--- src/uqs_pkg.sv ---
// Constants, carrier structs and helpers for the queue/status engine.
// Assumes a 32-bit memory port and a 32-bit Wishbone register bus.
package uqs_pkg;

    // Register byte offsets
    localparam logic [7:0] UQS_CMD_OFS = 8'h00;
    localparam logic [7:0] UQS_STS_OFS = 8'h04;

    // Command register bit positions
    localparam int CMD_RUN = 0;
    localparam int CMD_HCRST = 1;
    localparam int CMD_GRST = 2;
    localparam int CMD_SUSP = 3;
    localparam int CMD_CFG = 6;

    // Link pointer layout
    localparam int LNK_T = 0;
    localparam int LNK_Q = 1;
    localparam int LNK_VF = 2;
    localparam logic [31:0] LNK_ADDR_MASK = 32'hFFFF_FFF0;

    // Byte offsets of words inside structures
    localparam logic [31:0] QH_HLINK_OFS = 32'h0000_0000;
    localparam logic [31:0] QH_VLINK_OFS = 32'h0000_0004;
    localparam logic [31:0] TD_STS_OFS = 32'h0000_0004;

    // Descriptor status word layout
    localparam int TDS_CRCTO = 18;
    localparam int TDS_STALL = 22;
    localparam int TDS_ACT = 23;
    localparam int TDS_IOC = 24;
    localparam int TDS_CNT_LO = 27;

    // Walker states
    typedef enum logic [6:0] {
        ST_IDLE = 7'h01,
        ST_FETCH = 7'h02,
        ST_QHV = 7'h04,
        ST_EXEC = 7'h08,
        ST_WBS = 7'h10,
        ST_WBQ = 7'h20,
        ST_DONE = 7'h40
    } uqs_state_type;

    // Status flags, packed so bit n is status register bit n
    typedef struct packed {
        logic halted;
        logic proc_err;
        logic sys_err;
        logic resume;
        logic err_irq;
        logic done_irq;
    } uqs_sts_type;

    typedef struct packed {
        logic [31:0] status;
        logic ok;
        logic null_pkt;
        logic nak;
        logic crc_to;
        logic stuff_err;
        logic buf_err;
        logic setup_hs;
        logic pid_err;
        logic len_err;
    } uqs_result_type;

    typedef struct packed {
        logic req;
        logic we;
        logic [31:0] addr;
        logic [31:0] wdata;
    } uqs_mem_req_type;

    typedef struct packed {
        logic ack;
        logic abort;
        logic [31:0] rdata;
    } uqs_mem_rsp_type;

    typedef struct packed {
        logic wr_cmd;
        logic wr_sts;
        logic [31:0] wdata;
    } uqs_regwr_type;

    typedef struct packed {
        logic ack;
        logic [31:0] dat;
    } uqs_wbs_type;

    typedef struct packed {
        logic valid;
        logic [31:0] addr;
        logic [31:0] hlink;
        logic [31:0] vlink;
    } uqs_qhc_type;

    typedef struct packed {
        uqs_state_type st;
        logic run;
        logic cfg;
        logic susp;
        uqs_sts_type sts;
        logic qctx;
        logic cur_qh;
        logic adv;
        logic pend;
        logic exec_req;
        logic [31:0] fptr;
        logic [31:0] ptr;
        logic [31:0] hlink;
        logic [31:0] td_addr;
        logic [31:0] td_link;
        uqs_mem_req_type mem;
    } uqs_eng_type;

    function automatic logic [31:0] uqs_link_addr(input logic [31:0] lp);
        return lp & LNK_ADDR_MASK;
    endfunction

    function automatic logic uqs_res_err(input uqs_result_type r);
        return r.crc_to | r.stuff_err | r.buf_err | r.setup_hs;
    endfunction

    // Error count, stall and active bits for the status write-back
    function automatic logic [31:0] uqs_td_update(input uqs_result_type r);
        logic [31:0] s;
        logic [1:0] c;
        logic e;
        s = r.status;
        c = s[TDS_CNT_LO +: 2];
        e = uqs_res_err(r);
        if (e && c != 2'h0) begin
            s[TDS_CNT_LO +: 2] = c - 2'h1;
        end
        if (e && c == 2'h1) begin
            s[TDS_ACT] = 1'b0;
            s[TDS_STALL] = 1'b1;
        end
        if (r.setup_hs) begin
            s[TDS_CRCTO] = 1'b1;
        end
        if ((r.ok || r.null_pkt) && !e) begin
            s[TDS_ACT] = 1'b0;
        end
        return s;
    endfunction

endpackage

--- src/uqs_qh_cache.sv ---
// Cached copy of the queue header currently being worked.
// Assumes clear and load are never meant to act together; clear wins.
`timescale 1ns/1ns
module uqs_qh_cache import uqs_pkg::*; (
    // Clock and reset
    input wire logic clk_i,
    input wire logic rst_i,
    input wire logic ce_i,
    // Control and data in
    input wire logic clear_i,
    input wire logic load_i,
    input wire logic [31:0] addr_i,
    input wire logic [31:0] hlink_i,
    input wire logic [31:0] vlink_i,
    // Stored header
    output logic valid_o,
    output logic [31:0] addr_o,
    output logic [31:0] hlink_o,
    output logic [31:0] vlink_o
);

    uqs_qhc_type q;
    uqs_qhc_type d;

    always_comb begin
        d = q;
        if (clear_i) begin
            d = '0;
        end else if (load_i) begin
            d.valid = 1'b1;
            d.addr = addr_i;
            d.hlink = hlink_i;
            d.vlink = vlink_i;
        end
    end

    always_ff @(posedge clk_i) begin
        if (rst_i) begin
            q <= '0;
        end else if (ce_i) begin
            q <= d;
        end
    end

    assign valid_o = q.valid;
    assign addr_o = q.addr;
    assign hlink_o = q.hlink;
    assign vlink_o = q.vlink;

endmodule

--- src/uqs_queue_engine.sv ---
// Queue walker and command/status flag logic of a USB host controller.
// Assumes an execution unit that runs one descriptor per request and a
// memory port with a req/ack handshake and an abort indication.
// Behaviour
// - Counted-out error clears active, sets stall and error flag.
// - Bad packet id or length stops run, sets process error and halted.
// - Bus abort stops run, sets system bus error and halted.
// - Suspend only entered while stopped; stopped controller shows halted.
// - Resume seen during suspend sets the resume flag.
// - Software setting the configured bit is recorded in the command word.
// - Controller or global reset clears every command and status flag.
// - Completed descriptor with completion interrupt bit sets completion flag.
// - NAK or STALL to SETUP counts as time-out in the write-back.
// - Queue header is two words: horizontal link then vertical link.
// - Terminated horizontal link ends work for the frame.
// - Terminated vertical link means an empty queue, nothing executed.
// - Vertical link to a header enters new context, old one untouched.
// - Met headers are cached and queue context is recorded.
// - On advance, descriptor link is written into the header's vertical link.
// - Breadth-first: element, write-back, then horizontal link.
// - Failed advance leaves queue as is and takes the horizontal link.
// - Depth-first advance follows the descriptor's own link next.
// - Queue advances only on good or null transfer, never on error or NAK.
// - Link bit one selects header versus descriptor, bit zero terminates.
// - Link bits 31:4 are the address; structures are 16-byte aligned.
//
// Our own choices: the register offsets and the Wishbone slave port.
`timescale 1ns/1ns
module uqs_queue_engine import uqs_pkg::*; (
    // Clock and reset
    input wire logic clk_i,
    input wire logic rst_i,
    input wire logic ce_i,
    // Wishbone register bus
    input wire logic wb_cyc_i,
    input wire logic wb_stb_i,
    input wire logic wb_we_i,
    input wire logic [7:0] wb_adr_i,
    input wire logic [3:0] wb_sel_i,
    input wire logic [31:0] wb_dat_i,
    output logic [31:0] wb_dat_o,
    output logic wb_ack_o,
    // Frame timing
    input wire logic frame_start_i,
    input wire logic [31:0] frame_ptr_i,
    input wire logic resume_i,
    // Memory port
    output uqs_mem_req_type mem_o,
    input wire uqs_mem_rsp_type mem_i,
    // Descriptor execution
    output logic exec_req_o,
    output logic [31:0] exec_td_o,
    input wire logic exec_done_i,
    input wire uqs_result_type exec_res_i,
    // State
    output logic walk_idle_o,
    output logic run_o,
    output logic halted_o
);

    uqs_eng_type q;
    uqs_eng_type d;
    uqs_regwr_type regwr;
    logic [31:0] cmd_rd;
    logic [31:0] sts_rd;
    logic hc_rst;
    logic ackd;
    logic go;
    logic go_q;
    logic [31:0] go_ptr;
    logic cache_clr;
    logic cache_ld;
    logic qh_v;
    logic [31:0] qh_a;
    logic [31:0] qh_h;
    logic [31:0] qh_vl;
    logic res_err;
    logic res_good;
    logic res_bad;
    logic [1:0] res_cnt;
    logic done_ev;

    uqs_wb_slave u_regs (
        .clk_i(clk_i),
        .rst_i(rst_i),
        .ce_i(ce_i),
        .wb_cyc_i(wb_cyc_i),
        .wb_stb_i(wb_stb_i),
        .wb_we_i(wb_we_i),
        .wb_adr_i(wb_adr_i),
        .wb_sel_i(wb_sel_i),
        .wb_dat_i(wb_dat_i),
        .wb_dat_o(wb_dat_o),
        .wb_ack_o(wb_ack_o),
        .cmd_rd_i(cmd_rd),
        .sts_rd_i(sts_rd),
        .regwr_o(regwr)
    );

    uqs_qh_cache u_cache (
        .clk_i(clk_i),
        .rst_i(rst_i),
        .ce_i(ce_i),
        .clear_i(cache_clr),
        .load_i(cache_ld),
        .addr_i(uqs_link_addr(q.ptr)),
        .hlink_i(q.hlink),
        .vlink_i(mem_i.rdata),
        .valid_o(qh_v),
        .addr_o(qh_a),
        .hlink_o(qh_h),
        .vlink_o(qh_vl)
    );

    always_comb begin
        cmd_rd = 32'h0000_0000;
        cmd_rd[CMD_RUN] = q.run;
        cmd_rd[CMD_SUSP] = q.susp;
        cmd_rd[CMD_CFG] = q.cfg;
        sts_rd = {26'h000_0000, q.sts};
    end

    assign hc_rst = regwr.wr_cmd && (regwr.wdata[CMD_HCRST] || regwr.wdata[CMD_GRST]);
    assign ackd = q.mem.req && mem_i.ack;
    assign res_err = uqs_res_err(exec_res_i);
    assign res_good = (exec_res_i.ok || exec_res_i.null_pkt) && !res_err;
    assign res_bad = exec_res_i.pid_err || exec_res_i.len_err;
    assign res_cnt = exec_res_i.status[TDS_CNT_LO +: 2];
    assign done_ev = (q.st == ST_EXEC) && exec_done_i;

    always_comb begin
        d = q;
        go = 1'b0;
        go_q = 1'b0;
        go_ptr = q.ptr;
        cache_clr = 1'b0;
        cache_ld = 1'b0;
        // A frame start during a walk waits until the walk settles
        if (frame_start_i) begin
            d.pend = 1'b1;
            d.fptr = frame_ptr_i;
        end
        if (regwr.wr_cmd) begin
            // suspend gated by a stopped controller
            d.susp = regwr.wdata[CMD_SUSP] && !q.run && !regwr.wdata[CMD_RUN];
            d.run = regwr.wdata[CMD_RUN] && !d.susp;
            d.cfg = regwr.wdata[CMD_CFG];
            if (d.run && !q.run) begin
                d.sts.halted = 1'b0;
            end
        end
        // Write one to clear; hardware sets below take priority
        if (regwr.wr_sts) begin
            d.sts = d.sts & ~uqs_sts_type'(regwr.wdata[5:0]);
        end
        if (!q.run) begin
            d.sts.halted = 1'b1;
        end
        if (resume_i && q.susp) begin
            d.sts.resume = 1'b1;
        end
        if (q.mem.req && mem_i.abort) begin
            d.mem.req = 1'b0;
            d.run = 1'b0;
            d.sts.sys_err = 1'b1;
            d.sts.halted = 1'b1;
            d.st = ST_IDLE;
        end else begin
            case (q.st)
                ST_IDLE, ST_DONE: begin
                    if (q.pend) begin
                        d.pend = frame_start_i;
                        if (q.run) begin
                            cache_clr = 1'b1;
                            go = 1'b1;
                            go_ptr = q.fptr;
                        end else begin
                            d.st = ST_IDLE;
                        end
                    end
                end
                ST_FETCH: begin
                    if (ackd) begin
                        d.mem.req = 1'b0;
                        if (q.cur_qh) begin
                            // second header word is the vertical link
                            d.hlink = mem_i.rdata;
                            d.mem.req = 1'b1;
                            d.mem.addr = uqs_link_addr(q.ptr) + QH_VLINK_OFS;
                            d.st = ST_QHV;
                        end else begin
                            d.td_link = mem_i.rdata;
                            d.td_addr = uqs_link_addr(q.ptr);
                            d.exec_req = 1'b1;
                            d.st = ST_EXEC;
                        end
                    end
                end
                ST_QHV: begin
                    if (ackd) begin
                        d.mem.req = 1'b0;
                        cache_ld = 1'b1;
                        go = 1'b1;
                        go_q = 1'b1;
                        // empty queue skips to horizontal link
                        if (mem_i.rdata[LNK_T]) begin
                            go_ptr = q.hlink;
                            go_q = 1'b0;
                        end else begin
                            // header below header reloads the cache
                            go_ptr = mem_i.rdata;
                        end
                    end
                end
                ST_EXEC: begin
                    if (exec_done_i) begin
                        d.exec_req = 1'b0;
                        if (res_bad) begin
                            d.run = 1'b0;
                            d.sts.proc_err = 1'b1;
                            d.sts.halted = 1'b1;
                            d.st = ST_IDLE;
                        end else begin
                            d.mem.req = 1'b1;
                            d.mem.we = 1'b1;
                            d.mem.addr = q.td_addr + TD_STS_OFS;
                            d.mem.wdata = uqs_td_update(exec_res_i);
                            // advance only on good or null transfer
                            d.adv = res_good;
                            // error flag on counter 1 to 0
                            if (res_err && res_cnt == 2'h1) begin
                                d.sts.err_irq = 1'b1;
                            end
                            if (res_good && exec_res_i.status[TDS_IOC]) begin
                                d.sts.done_irq = 1'b1;
                            end
                            d.st = ST_WBS;
                        end
                    end
                end
                ST_WBS: begin
                    if (ackd) begin
                        d.mem.req = 1'b0;
                        if (q.qctx && q.adv) begin
                            d.mem.req = 1'b1;
                            d.mem.we = 1'b1;
                            d.mem.addr = qh_a + QH_VLINK_OFS;
                            d.mem.wdata = q.td_link;
                            d.st = ST_WBQ;
                        end else begin
                            go = 1'b1;
                            go_ptr = q.qctx ? qh_h : q.td_link;
                        end
                    end
                end
                ST_WBQ: begin
                    if (ackd) begin
                        d.mem.req = 1'b0;
                        go = 1'b1;
                        if (q.td_link[LNK_VF]) begin
                            go_ptr = q.td_link;
                            go_q = 1'b1;
                        end else begin
                            go_ptr = qh_h;
                        end
                    end
                end
                default: begin
                    d.st = ST_IDLE;
                end
            endcase
        end
        if (go) begin
            d.qctx = go_q;
            d.ptr = go_ptr;
            d.cur_qh = go_ptr[LNK_Q];
            if (go_ptr[LNK_T]) begin
                d.st = ST_DONE;
            end else begin
                d.st = ST_FETCH;
                d.mem.req = 1'b1;
                d.mem.we = 1'b0;
                d.mem.addr = uqs_link_addr(go_ptr) + QH_HLINK_OFS;
            end
        end
        if (hc_rst) begin
            d.run = 1'b0;
            d.cfg = 1'b0;
            d.susp = 1'b0;
            d.sts = '0;
            d.st = ST_IDLE;
            d.mem.req = 1'b0;
            d.exec_req = 1'b0;
            d.qctx = 1'b0;
            d.pend = 1'b0;
            cache_clr = 1'b1;
        end
    end

    always_ff @(posedge clk_i) begin
        if (rst_i) begin
            q <= '0;
            q.st <= ST_IDLE;
        end else if (ce_i) begin
            q <= d;
        end
    end

    assign mem_o = q.mem;
    assign exec_req_o = q.exec_req;
    assign exec_td_o = q.td_addr;
    assign walk_idle_o = (q.st == ST_IDLE) || (q.st == ST_DONE);
    assign run_o = q.run;
    assign halted_o = q.sts.halted;
endmodule

--- src/uqs_wb_slave.sv ---
// Classic Wishbone slave for the command and status registers.
// Assumes the master holds a request until it samples ack.
`timescale 1ns/1ns
module uqs_wb_slave import uqs_pkg::*; (
    // Clock and reset
    input wire logic clk_i,
    input wire logic rst_i,
    input wire logic ce_i,
    // Wishbone
    input wire logic wb_cyc_i,
    input wire logic wb_stb_i,
    input wire logic wb_we_i,
    input wire logic [7:0] wb_adr_i,
    input wire logic [3:0] wb_sel_i,
    input wire logic [31:0] wb_dat_i,
    output logic [31:0] wb_dat_o,
    output logic wb_ack_o,
    // Register side
    input wire logic [31:0] cmd_rd_i,
    input wire logic [31:0] sts_rd_i,
    output uqs_regwr_type regwr_o
);

    uqs_wbs_type q;
    uqs_wbs_type d;
    logic hit;
    logic wr;

    always_comb begin
        d = q;
        hit = wb_cyc_i && wb_stb_i && !q.ack;
        d.ack = hit;
        if (hit && !wb_we_i) begin
            if (wb_adr_i == UQS_CMD_OFS) begin
                d.dat = cmd_rd_i;
            end else if (wb_adr_i == UQS_STS_OFS) begin
                d.dat = sts_rd_i;
            end else begin
                d.dat = 32'h0000_0000;
            end
        end
    end

    always_ff @(posedge clk_i) begin
        if (rst_i) begin
            q <= '0;
        end else if (ce_i) begin
            q <= d;
        end
    end

    // Writes land on the edge where the master sees ack
    assign wr = q.ack && wb_cyc_i && wb_stb_i && wb_we_i && wb_sel_i[0];
    assign regwr_o.wr_cmd = wr && (wb_adr_i == UQS_CMD_OFS);
    assign regwr_o.wr_sts = wr && (wb_adr_i == UQS_STS_OFS);
    assign regwr_o.wdata = wb_dat_i;
    assign wb_dat_o = q.dat;
    assign wb_ack_o = q.ack;

endmodule

--- config.mk ---
export PLATFORM = sky130hd
export DESIGN_NAME = uqs_queue_engine
export DESIGN_NICKNAME = d
export VERILOG_FILES = /design/src/uqs_pkg.sv /design/src/uqs_qh_cache.sv /design/src/uqs_queue_engine.sv /design/src/uqs_wb_slave.sv
export SDC_FILE = /design/constraint.sdc
export NUM_CORES = 1
export LEC_CHECK = 0
export BUFFER_PORTS_ARGS = -buffer_cell sky130_fd_sc_hd__buf_2
export CAP_MARGIN = 20
export CELL_PAD_IN_SITES_DETAIL_PLACEMENT = 1
export CELL_PAD_IN_SITES_GLOBAL_PLACEMENT = 1
export CORE_ASPECT_RATIO = 0.9
export CORE_UTILIZATION = 41
export DETAILED_ROUTE_END_ITERATION = 6
export PLACE_DENSITY = 0.83
export SLEW_MARGIN = 20
export SYNTH_ARGS = -nofsm -noshare
export SYNTH_HDL_FRONTEND = slang
export SYNTH_SLANG_ARGS = --single-unit
export TNS_END_PERCENT = 30
--- constraint.sdc ---
create_clock -name clk_i -period 3.55 [get_ports clk_i]
set_input_delay 0.5325 -clock clk_i [delete_from_list [all_inputs] [get_ports clk_i]]
set_output_delay 0.5325 -clock clk_i [all_outputs]
set_load 0.05 [all_outputs]
==> summary.txt, run 1 <==
Placed design
  – IO Port Bufs: 234
  – Post-DP HPWL: 36240 um
  – Setup WS pre-CTS: 0.3123 ns
  – Placer congestion estimate: 0.9558

Synthesis
  – Synth top area share: 0.4158
  – Register area share after synthesis: 0.4158
  – Area leader, netlist: dfxtp_1
  – Synth unique cells: 78
  – Syn avg cell area: 8.052 um2
  – Synth Flop Type: dfxtp_1
  – Synth Instances: 1806
  – Cell area after synthesis: 14540 um2
  – Synth top area cells: dfxtp_1, nand2_1, a21oi_1
  – Share of flip-flops with an asynchronous set or reset: 0
  – EDFF count, synth: 0
  – Top cells by count, synth: nand2_1, dfxtp_1, a21oi_1
  – Most common cell in the netlist: nand2_1
  – Synthesized flop and latch total: 302
  – Syn. warnings: 0

CTS
  – H-tree Lvls: 2
  – Clk_lat worst skew: 0.53 ns
  – Clock transition at the registers of the reported paths: 0.06 ns
  – Clk sinks: 302
  – CTS Buffer Depth: 3
  – CTS root buffer: clkbuf_16
  – Post-CTS Resized: 0
  – Postcts setup bufs: 0
  – CTS tree: yes
  – Clock buffer count from CTS: 34
  – Cts hold-fix bufs: 0

Timing
  – Fin crit share: 0.9449
  – Final setup violation count: 0
  – Final Hold Viols: 0
  – F_max: 0.2981 GHz
  – Worst hold slack: 0.2595 ns
  – Measured slew at the worst slew-check pin: 0.9417 ns
  – Post-layout minimum cycle time: 3.355 ns
  – Slew headroom: 0.3722
  – Final Max Slew Viols: 0
  – Setup WS post-layout: 0.1954 ns
  – RSZ-0062 raised after global routing: false
  – Setup Skew: 0.03253 ns
  – Setup TNS: 0 ns

Die
  – # rows: 65
  – Die height: 180.7 um
  – Area of the core: 34970 um2
  – Initial Util: 0.4158
  – Die area: 36230 um2
  – Die Width: 200.5 um
  – Ports: 295

Layout
  – Share of cells above drive strength 1: 0.2158
  – Multi-input gate area: 7094 um2
  – Final net count: 2054
  – Fill cell count: 4257
  – Final Util: 0.4764
  – Reg area: 6046 um2
  – Synth-to-Final Area Change: 14.58%

Setup path
  – Critical-path maximum fanout: 9
  – Critical Path Start: q[242]$_SDFFE_PP0P_
  – CP Launch Type: flip-flop
  – Critical Path End Type: output pin
  – Crit Reg-Reg Endpoint: u_cache.hlink_o[9]$_SDFFE_PP0P_
  – Reg2Reg Setup Slack: 0.46 ns
  – RR Startpoint: q[240]$_SDFFE_PP1P_
  – Critical Path RT: 3.02 ns
  – Setup CP Type: flip-flop to output pin
  – End point of the critical path: walk_idle_o
  – Worst Path Arrival: 2.82 ns
  – Reg2reg path depth: 7

Global route
  – Largest net degree at the start of global routing: 188
  – Vias in the first global route: 14110
  – Overflow after GRT: 0
  – Total GRT Usage: 0.2846
  – Initial antenna violation count: 3
  – First-pass GRT wire length: 81480 um

Drt
  – Drt pass-1 iters: 6
  – DRT antenna net count: 0
  – Via count: 13880
  – Drt via density: 5.817
  – Drt total wl: 52690 um
  – DRC: 0
  – Routed len/inst: 22.08 um
  – Initial DRC count: 1096

Pwr
  – Peak VDD IR: 0.0002783 V
  – Net Sw Power: 0.001741 W
  – Pwr Density: 450.6 nW/um2
  – Part of the power in registers: 0.456
  – Sw frac: 0.2319
  – Clock power frac: 0.490
  – Logic pwr share: 0.055
  – Internal: 0.005767 W
  – Leak Pwr: 5.969 nW

Min path
  – Worst hold path type: input port to flip-flop

Job
  – Max-Cap Viols: 0

Run status
  – Status: finished clean
==> flip-flops by register name (all words and copies together) (netlist names), named ones only <==
signal	cells
cmd_rd	2
exec_req_o	1
exec_td_o	28
halted_o	1
mem_o	66
q	136
run_o	1
u_cache.addr_o	28
u_cache.hlink_o	30
u_regs.wb_ack_o	1
u_regs.wb_dat_o	7
==> how the worst min path moves through the flow <==
stage                                         start                              end  cells past startpoint
CTS                                 frame_ptr_i[10]              q[204]$_SDFFE_PP0P_                      3
detailed placement           mem_o[32]$_SDFFE_PP0P_           mem_o[32]$_SDFFE_PP0P_                      1
global route                         frame_ptr_i[9]              q[203]$_SDFFE_PP0P_                      3
finish                              frame_ptr_i[10]              q[204]$_SDFFE_PP0P_                      3
floorplan                    mem_o[32]$_SDFFE_PP0P_           mem_o[32]$_SDFFE_PP0P_                      1
global placement    u_cache.addr_o[30]$_SDFFE_PP0P_  u_cache.addr_o[30]$_SDFFE_PP0P_                      2
==> kinds of logic after synthesis <==
family / synth area share
and+or+nand+nor: 0.1937
AOI/OAI and AO/OA: 0.2378
DFF: 0.4158
buffers and inverters: 0.1107
muxes: 0.03820
xor gates and xnor gates: 0.001807
adders and majority gates: 0.001721
other: 0.0002579
==> power by group through the flow <==
stage | sequential [W] | clock (W) | combinational (W)
finish | 0.00342 | 0.00368 | 0.000411
CTS | 0.00342 | 0.00372 | 0.000407
global route | 0.00342 | 0.00386 | 0.000439
global placement | 0.00349 | 0 | 0.000398
detailed placement | 0.00350 | 0 | 0.000405
floorplan | 0.00349 | 0 | 0.000262
==> area by class of cell <==
type | instances | area share
multi-input cells | 1246 | 0.4258
flip-flops and latches | 302 | 0.3629
repair buffers | 296 | 0.1037
clock buffers | 48 | 0.05970
well taps | 469 | 0.03522
clock inverters | 10 | 0.009537
inverters | 12 | 0.002704
diodes | 3 | 0.0004506
==> through the flow <==
step	instances	instance area (um2)	total power (W)
CTS	2382	16640	0.007547
finish	2386	16660	0.007507
detailed placement	2324	15480	0.003900
global placement	2324	15480	0.003892
global route	2386	16660	0.007724
floorplan	1834	14650	0.003756
==> worst max-delay path: stages, from the launching register on <==
cell     delay (ns)
dfxtp_1        0.39
or4_1          0.60
or3_1          0.42
buf_4          0.21
inv_2          0.17
buf_4          0.22
buf_2          0.28
==> routing by layer <==
| layer | up-vias | GRT usage | routed length (um) |
|---|---|---|---|
| met2 | 456 | 0.4885 | 25730 |
| met3 | 114 | 0.03653 | 2943 |
| met5 | - | 0 | 0 |
| li1 | 6424 | - | - |
| met1 | 6885 | 0.3613 | 22070 |
| met4 | 0 | 0.1133 | 1947 |
==> placed cells by master, fill, tap and decap left out, types with 8 or more instances in the layout <==
cell / Yosys / final
or3_1: 13 / 13
inv_1: 11 / 11
clkbuf_16: 0 / 35
a21oi_1: 247 / 247
nor4_1: 12 / 9
nor2_1: 89 / 87
nand3_1: 72 / 71
a221oi_1: 9 / 9
nand2_1: 372 / 372
conb_1: 1 / 29
nor3_1: 20 / 17
mux2_2: 28 / 28
a22oi_1: 84 / 84
clkbuf_8: 0 / 8
a22o_1: 22 / 22
a222oi_1: 10 / 10
o21ai_0: 26 / 26
o2bb2ai_1: 9 / 9
a211oi_1: 38 / 38
nand4_1: 8 / 8
buf_4: 127 / 55
dfxtp_1: 302 / 302
and2_1: 8 / 8
a221o_1: 18 / 18
mux2i_1: 24 / 24
buf_2: 18 / 233
(Power assumes the default switching activity.)
==> run 2: changes to the inputs <==
CORE_UTILIZATION = 37   (was 41)
PLACE_DENSITY = 0.79   (was 0.83)
clock period = 2.7 ns   (was 3.55 ns; I/O delays follow)
==> run 2 against run 1 <==
The run now ends with negative setup slack left. Setup slack worse by 0.20 ns. Register-to-register slack worse by 0.43 ns. Sequential share of layout area down 2.3 points. Worst hold slack worse by 0.17 ns. Combinational power up 51%. Total power up 33%. Critical endpoint unchanged. Highest routed layer unchanged.
==> summary.txt, run 2 (synthesized netlist as in run 1, its figures left out) <==
Run status
  – Status: complete, but fails checks
  – Failing checks: negative setup slack

Timing
  – F_max: 0.3691 GHz
  – Slew headroom: 0.1778 (-0.1944)
  – Final Max Slew Viols: 0 (unchanged)
  – Final Hold Viols: 0 (unchanged)
  – Fin crit share: 1.003
  – Post-layout minimum cycle time: 2.709 ns
  – Setup WS post-layout: -0.009400 ns (-0.2048 ns)
  – Measured slew at the worst slew-check pin: 1.233 ns (+0.2916 ns)
  – Setup Skew: 0.02856 ns (-0.003964 ns)
  – Final setup violation count: 1 (+1)
  – RSZ-0062 raised after global routing: true

Setup path
  – Setup CP Type: flip-flop to output pin
  – CP max stage cell: or4_4
  – Critical Path RT: 2.30 ns (-0.72 ns)
  – Crit-path most repeated cell: buf_8
  – Worst Path Arrival: 2.30 ns (-0.52 ns)
  – Critical-path maximum fanout: 4 (-5)
  – Crit-path cells: or4_4 > or3_4 > buf_8 > inv_8 > buf_8 > buf_8
  – CP Launch Type: flip-flop
  – Critical Path End Type: output pin
  – CP peak stage delay: 0.54 ns (-0.06 ns)

Die
  – Die height: 190.1 um (+5.2%)
  – Ports: 295 (unchanged)
  – Die Width: 211.0 um (+5.2%)
  – # rows: 68 (+4.6%)
  – Area of the core: 38540 um2 (+10%)
  – Initial Util: 0.3773 (-0.03853)
  – Die area: 40100 um2 (+11%)

CTS
  – Clock transition at the registers of the reported paths: 0.06 ns (about the same)
  – Clk_lat worst skew: 0.56 ns (+0.03 ns)
  – H-tree Lvls: 2 (unchanged)
  – Cts hold-fix bufs: 0 (unchanged)
  – CTS root buffer: clkbuf_16
  – CTS Buffer Depth: 3 (unchanged)
  – Clock buffer count from CTS: 36 (+5.9%)
  – CTS tree: yes
  – Clk sinks: 302 (unchanged)

Layout
  – Fill cell count: 4623 (+8.6%)
  – Most common cell after layout, fill and taps aside: nand2_1
  – Share of cells above drive strength 1: 0.2636 (+0.04783)
  – Largest register FFs: 136 (unchanged)
  – Commonest non-fill, non-tap cells in the layout: nand2_1, dfxtp_1, a21oi_1
  – Synth-to-Final Area Change: 22.53%
  – Final Util: 0.4623 (-0.01414)
  – Final net count: 2138 (+4.1%)
  – Most flops, register: q

Global route
  – Overflow after GRT: 0 (unchanged)
  – Initial antenna violation count: 1 (-2)
  – First-pass GRT wire length: 86450 um (+6.1%)
  – Vias in the first global route: 14570 (+3.3%)
  – Total GRT Usage: 0.2793 (-0.005327)
  – Largest net degree at the start of global routing: 203 (+8.0%)

Drt
  – Drt via density: 5.724 (-1.6%)
  – Wire length on met2: 27850 um (+8.3%)
  – Routed len/inst: 22.98 um (+4.1%)
  – Initial DRC count: 1224 (+12%)
  – DRC: 0 (unchanged)
  – Post-Route M1 WL: 25000 um (+13%)
  – Drt pass-1 iters: 5 (-1)
  – Via count: 14480 (+4.3%)
  – DRT antenna net count: 0 (unchanged)
  – Drt total wl: 58120 um (+10%)
  – Highest metal used: met4
  – Met3 routed WL: 3165 um (+7.5%)

Pwr
  – Pwr Density: 560.3 nW/um2 (+24%)
  – Pwr Total: 0.009983 W (+33%)
  – Leak Pwr: 6.529 nW (+9.4%)
  – Peak VDD IR: 0.0003383 V (+22%)

Placed design
  – IO Port Bufs: 234 (unchanged)
  – Post-DP HPWL: 39430 um (+8.8%)
  – Placer congestion estimate: 0.9428 (-1.4%)

Job
  – Max-Cap Viols: 0 (unchanged)

Min path
  – Worst hold path type: input port to flip-flop
-- run 2: path summary, 6_finish.rpt --
path                            from                       to  slack, ns  cells past startpoint
min reg2reg  exec_req_o$_SDFFE_PP0P_  exec_req_o$_SDFFE_PP0P_       0.45                      2
max reg2reg      q[245]$_SDFFE_PP0P_   mem_o[60]$_SDFFE_PP0P_       0.03                      9
min                         mem_i[3]       q[69]$_SDFFE_PP0P_       0.09                      3
max              q[245]$_SDFFE_PP0P_              walk_idle_o     -0.009                      6
-- run 2: layer usage --
layer  global-route usage  vias to the layer above
li1                     -                     6607
met1               0.3639                     7227
met2               0.4670                      520
met3              0.03516                      122
met4               0.1132                        0
met5                    0                        -
-- run 2: layout make-up --
cell class                      count  area [um2]  share of cell area
Antenna cell                        1       2.502           0.0001404
Clock buffer                       46       998.5             0.05604
Multi-Input combinational cell   1247        7219              0.4052
Sequential cell                   302        6052              0.3397
Clock inverter                     19       160.2            0.008989
Tap cell                          525       656.9             0.03687
Inverter                           12       52.55            0.002949
Timing Repair Buffer              377        2675              0.1501
-- run 2: metrics by stage --
step           cells  worst slack, ns  cell area (um2)  hold WS [ns]   TNS (ns)
3_5_place_dp    2447          -0.4662            16280        0.4445     -14.27
2_1_floorplan   1834          0.01293            14650        0.4311          0
3_3_place_gp    2447          -0.3042            16280        0.4374     -6.951
6_report        2529        -0.009400            17820       0.09238  -0.009400
4_1_cts         2523         0.004005            17630       0.07456          0
5_1_grt         2529         -0.03031            17820       0.09463   -0.07687
-- run 2: critical path: cells and delay by family (launching register included) --
family | cells | cell delay (ns)
buffers and inverters | 4 | 0.45
DFF | 1 | 0.34
and+or+nand+nor | 2 | 0.97
-- run 2: timing repair --
| action | in CTS | in global routing |
|---|---|---|
| endpoints found under the setup margin | 99 | 128 |
| pin swaps | 4 | 2 |
| hold endpoints to repair | 0 | 0 |
| cloned | 1 | 3 |
| resized for setup | 24 | 21 |
| buffers inserted | 10 | 2 |
-- run 2: where the power goes --
group | leakage (nW) | internal [W] | switching, W
clock | 0.588 | 0.00275 | 0.00211
combinational | 3.50 | 0.000202 | 0.000418
sequential | 2.44 | 0.00448 | 0.0000201
total | 6.53 | 0.00743 | 0.00255
==> run 3: changes to the inputs <==
ABC_AREA = 1   (was unset)
CORE_UTILIZATION = 40   (was 37)
CTS_BUF_LIST = sky130_fd_sc_hd__clkbuf_16   (was unset)
PLACE_DENSITY = 0.84   (was 0.79)
clock period = 3.11 ns   (was 2.7 ns; I/O delays follow)
==> run 3 against run 2 <==
The flow now finishes without violations. Cell area is 6.1% higher. Wire length is 14% higher. Total power is 11% higher. Count of clock-buffer cells in the layout is 7 lower. Sequential share of layout area is 2.0 points lower. Utilization is 0.97 points lower. Combinational power grew to 4.4 times the previous value. Flip-flop and latch count stayed put.
==> summary.txt, run 3 <==
Run status
  – Status: finished clean

Global route
  – Largest net degree at the start of global routing: 104 (-49%)
  – Total GRT Usage: 0.3058 (+0.02657)
  – First-pass GRT wire length: 102900 um (+19%)
  – Initial antenna violation count: 2 (+1)
  – Vias in the first global route: 18720 (+28%)
  – Overflow after GRT: 0 (unchanged)

Synthesis
  – Syn avg cell area: 6.373 um2 (-21%)
  – Cell area after synthesis: 16960 um2 (+17%)
  – Synth Flop Type: dfxtp_1
  – Synth Instances: 2661 (+47%)
  – EDFF count, synth: 0 (unchanged)
  – Synth top area cells: dfxtp_1, nand2_1, o21ai_0
  – Most common cell in the netlist: nand2_1
  – Register area share after synthesis: 0.3565 (-0.05924)
  – Synthesized flop and latch total: 302 (unchanged)
  – Syn. warnings: 0 (unchanged)
  – Share of flip-flops with an asynchronous set or reset: 0 (unchanged)
  – Synth top area share: 0.3565 (-0.05924)
  – Top cells by count, synth: nand2_1, o21ai_0, dfxtp_1
  – Synth unique cells: 45 (-42%)
  – Area leader, netlist: dfxtp_1

Timing
  – Slew headroom: 0.2645 (+0.08668)
  – Final Hold Viols: 0 (unchanged)
  – Post-layout minimum cycle time: 2.839 ns
  – F_max: 0.3523 GHz
  – Final Max Slew Viols: 0 (unchanged)
  – Measured slew at the worst slew-check pin: 1.103 ns (-0.1300 ns)
  – Fin crit share: 0.9127
  – Setup Skew: 0.03093 ns (+0.002366 ns)
  – Final setup violation count: 0 (-1)
  – RSZ-0062 raised after global routing: false
  – Setup TNS: 0 ns (+0.009400 ns)

CTS
  – Postcts setup bufs: 0 (-10)
  – CTS tree: yes
  – H-tree Lvls: 2 (unchanged)
  – Clk sinks: 302 (unchanged)
  – Cts hold-fix bufs: 0 (unchanged)
  – Post-CTS Resized: 0 (-100%)
  – CTS root buffer: clkbuf_16
  – Clock buffer count from CTS: 37 (+2.8%)
  – Clock transition at the registers of the reported paths: 0.06 ns (about the same)
  – Clk_lat worst skew: 0.57 ns (about the same)
  – CTS Buffer Depth: 3 (unchanged)

Setup path
  – Worst Path Arrival: 3.35 ns (+1.05 ns)
  – Critical-path maximum fanout: 23 (+19)
  – Setup CP Type: flip-flop to flip-flop
  – CP Launch Type: flip-flop
  – Critical Path RT: 3.62 ns (+1.32 ns)
  – Critical Path End Type: flip-flop

Drt
  – DRT antenna net count: 0 (unchanged)
  – Drt via density: 5.558 (-2.9%)
  – DRC: 0 (unchanged)
  – Via count: 18320 (+27%)
  – Drt pass-1 iters: 6 (+1)
  – Initial DRC count: 1244 (+1.6%)
  – Routed len/inst: 20.05 um (-13%)
  – Drt total wl: 66100 um (+14%)

Layout
  – Most common cell after layout, fill and taps aside: nand2_1
  – Most flops, register: q
  – Fin cells: 3296 (+30%)
  – Final net count: 2886 (+35%)
  – Largest register FFs: 136 (unchanged)
  – Synth-to-Final Area Change: 11.44%
  – Diodes inserted: 0 (-1)
  – Commonest non-fill, non-tap cells in the layout: nand2_1, o21ai_0, dfxtp_1
  – Share of cells above drive strength 1: 0.1390 (-0.1246)

Placed design
  – Placer congestion estimate: 0.9019 (-4.3%)
  – Post-DP HPWL: 46740 um (+19%)
  – IO Port Bufs: 234 (unchanged)
  – # placed instances: 3232 (+32%)

Pwr
  – Pwr Density: 584.8 nW/um2 (+4.4%)
  – Leak Pwr: 8.430 nW (+29%)
  – Pwr Total: 0.01105 W (+11%)
  – Peak VDD IR: 0.0008417 V (+150%)

Die
  – # rows: 71 (+4.4%)
  – Initial Util: 0.4061 (+0.02885)
  – Ports: 295 (unchanged)
  – Die Width: 219.0 um (+3.8%)
  – Area of the core: 41750 um2 (+8.3%)
  – Die height: 197.3 um (+3.8%)
  – Die area: 43220 um2 (+7.8%)

Job
  – Max-Cap Viols: 0 (unchanged)

Min path
  – Worst hold path type: input port to flip-flop
run 3: area by class of cell:
| type | instances | area, um2 |
|---|---|---|
| clock buffers | 39 | 975.9 |
| clock inverters | 25 | 190.2 |
| inverters | 249 | 942.2 |
| fillers | 5649 | 22850 |
| flip-flops and latches | 302 | 6046 |
| multi-input cells | 1848 | 8408 |
| repair buffers | 286 | 1652 |
| well taps | 547 | 684.4 |
run 3: critical path, stage by stage, from the launching register on:
cell and delay [ns]:
dfxtp_1 0.36, nor2_1 0.18, nand2_2 0.11, inv_2 0.10, nand2_1 0.22, nand2_1 0.20
nand2_1 0.13, nand3_4 0.12, nand2_4 0.10, nor2_4 0.62, nand3_1 0.32, nand3_1 0.17
nand2_1 0.07, inv_1 0.06
run 3: cells by family (layout without fill, tap and decap cells):
family / after synthesis / count (layout) / share of synthesized area
adder cells (fa/ha/maj): 2 / 2 / 0.001475
flip-flops: 302 / 302 / 0.3565
other: 1 / 29 / 0.0002211
multiplexers: 2 / 2 / 0.001254
AO/OA/AOI/OAI: 672 / 672 / 0.2064
AND/OR/NAND/NOR: 1143 / 1143 / 0.2791
buffers and inverters: 539 / 599 / 0.1549
run 3: path summary, 6_finish.rpt:
check                         start                endpoint  slack, ns  cells past startpoint
max             q[242]$_SDFFE_PP0P_  mem_o[37]$_SDFFE_PP0P_       0.27                     13
min reg2reg  mem_o[35]$_SDFFE_PP0P_  mem_o[35]$_SDFFE_PP0P_       0.44                      2
min                        mem_i[3]      q[69]$_SDFFE_PP0P_       0.16                      3
max reg2reg     q[242]$_SDFFE_PP0P_  mem_o[37]$_SDFFE_PP0P_       0.27                     13
run 3: layer usage:
layer / GRT usage / wire [um]
met4: 0.1651 / 3288
met3: 0.03387 / 3141
met2: 0.5322 / 32660
met5: 0 / 0
met1: 0.3679 / 27010
run 3: per-stage QoR:
| step | cell area, um2 | setup slack [ns] | util | hold slack [ns] |
|---|---|---|---|---|
| detailed placement | 17730 | 0.3999 | 0.4247 | 0.4308 |
| floorplan | 17060 | 1.061 | - | 0.4237 |
| global route | 18900 | 0.1374 | 0.4526 | 0.1616 |
| CTS | 18900 | 0.3368 | 0.4526 | 0.1393 |
| global placement | 17730 | 0.5054 | 0.4247 | 0.4299 |
| finish | 18900 | 0.2714 | 0.4526 | 0.1583 |
run 3: report_power, final:
group,internal (W),switching (W)
clock network,0.00250,0.00176
logic,0.000603,0.00212
registers,0.00398,0.0000765
total,0.00709,0.00396
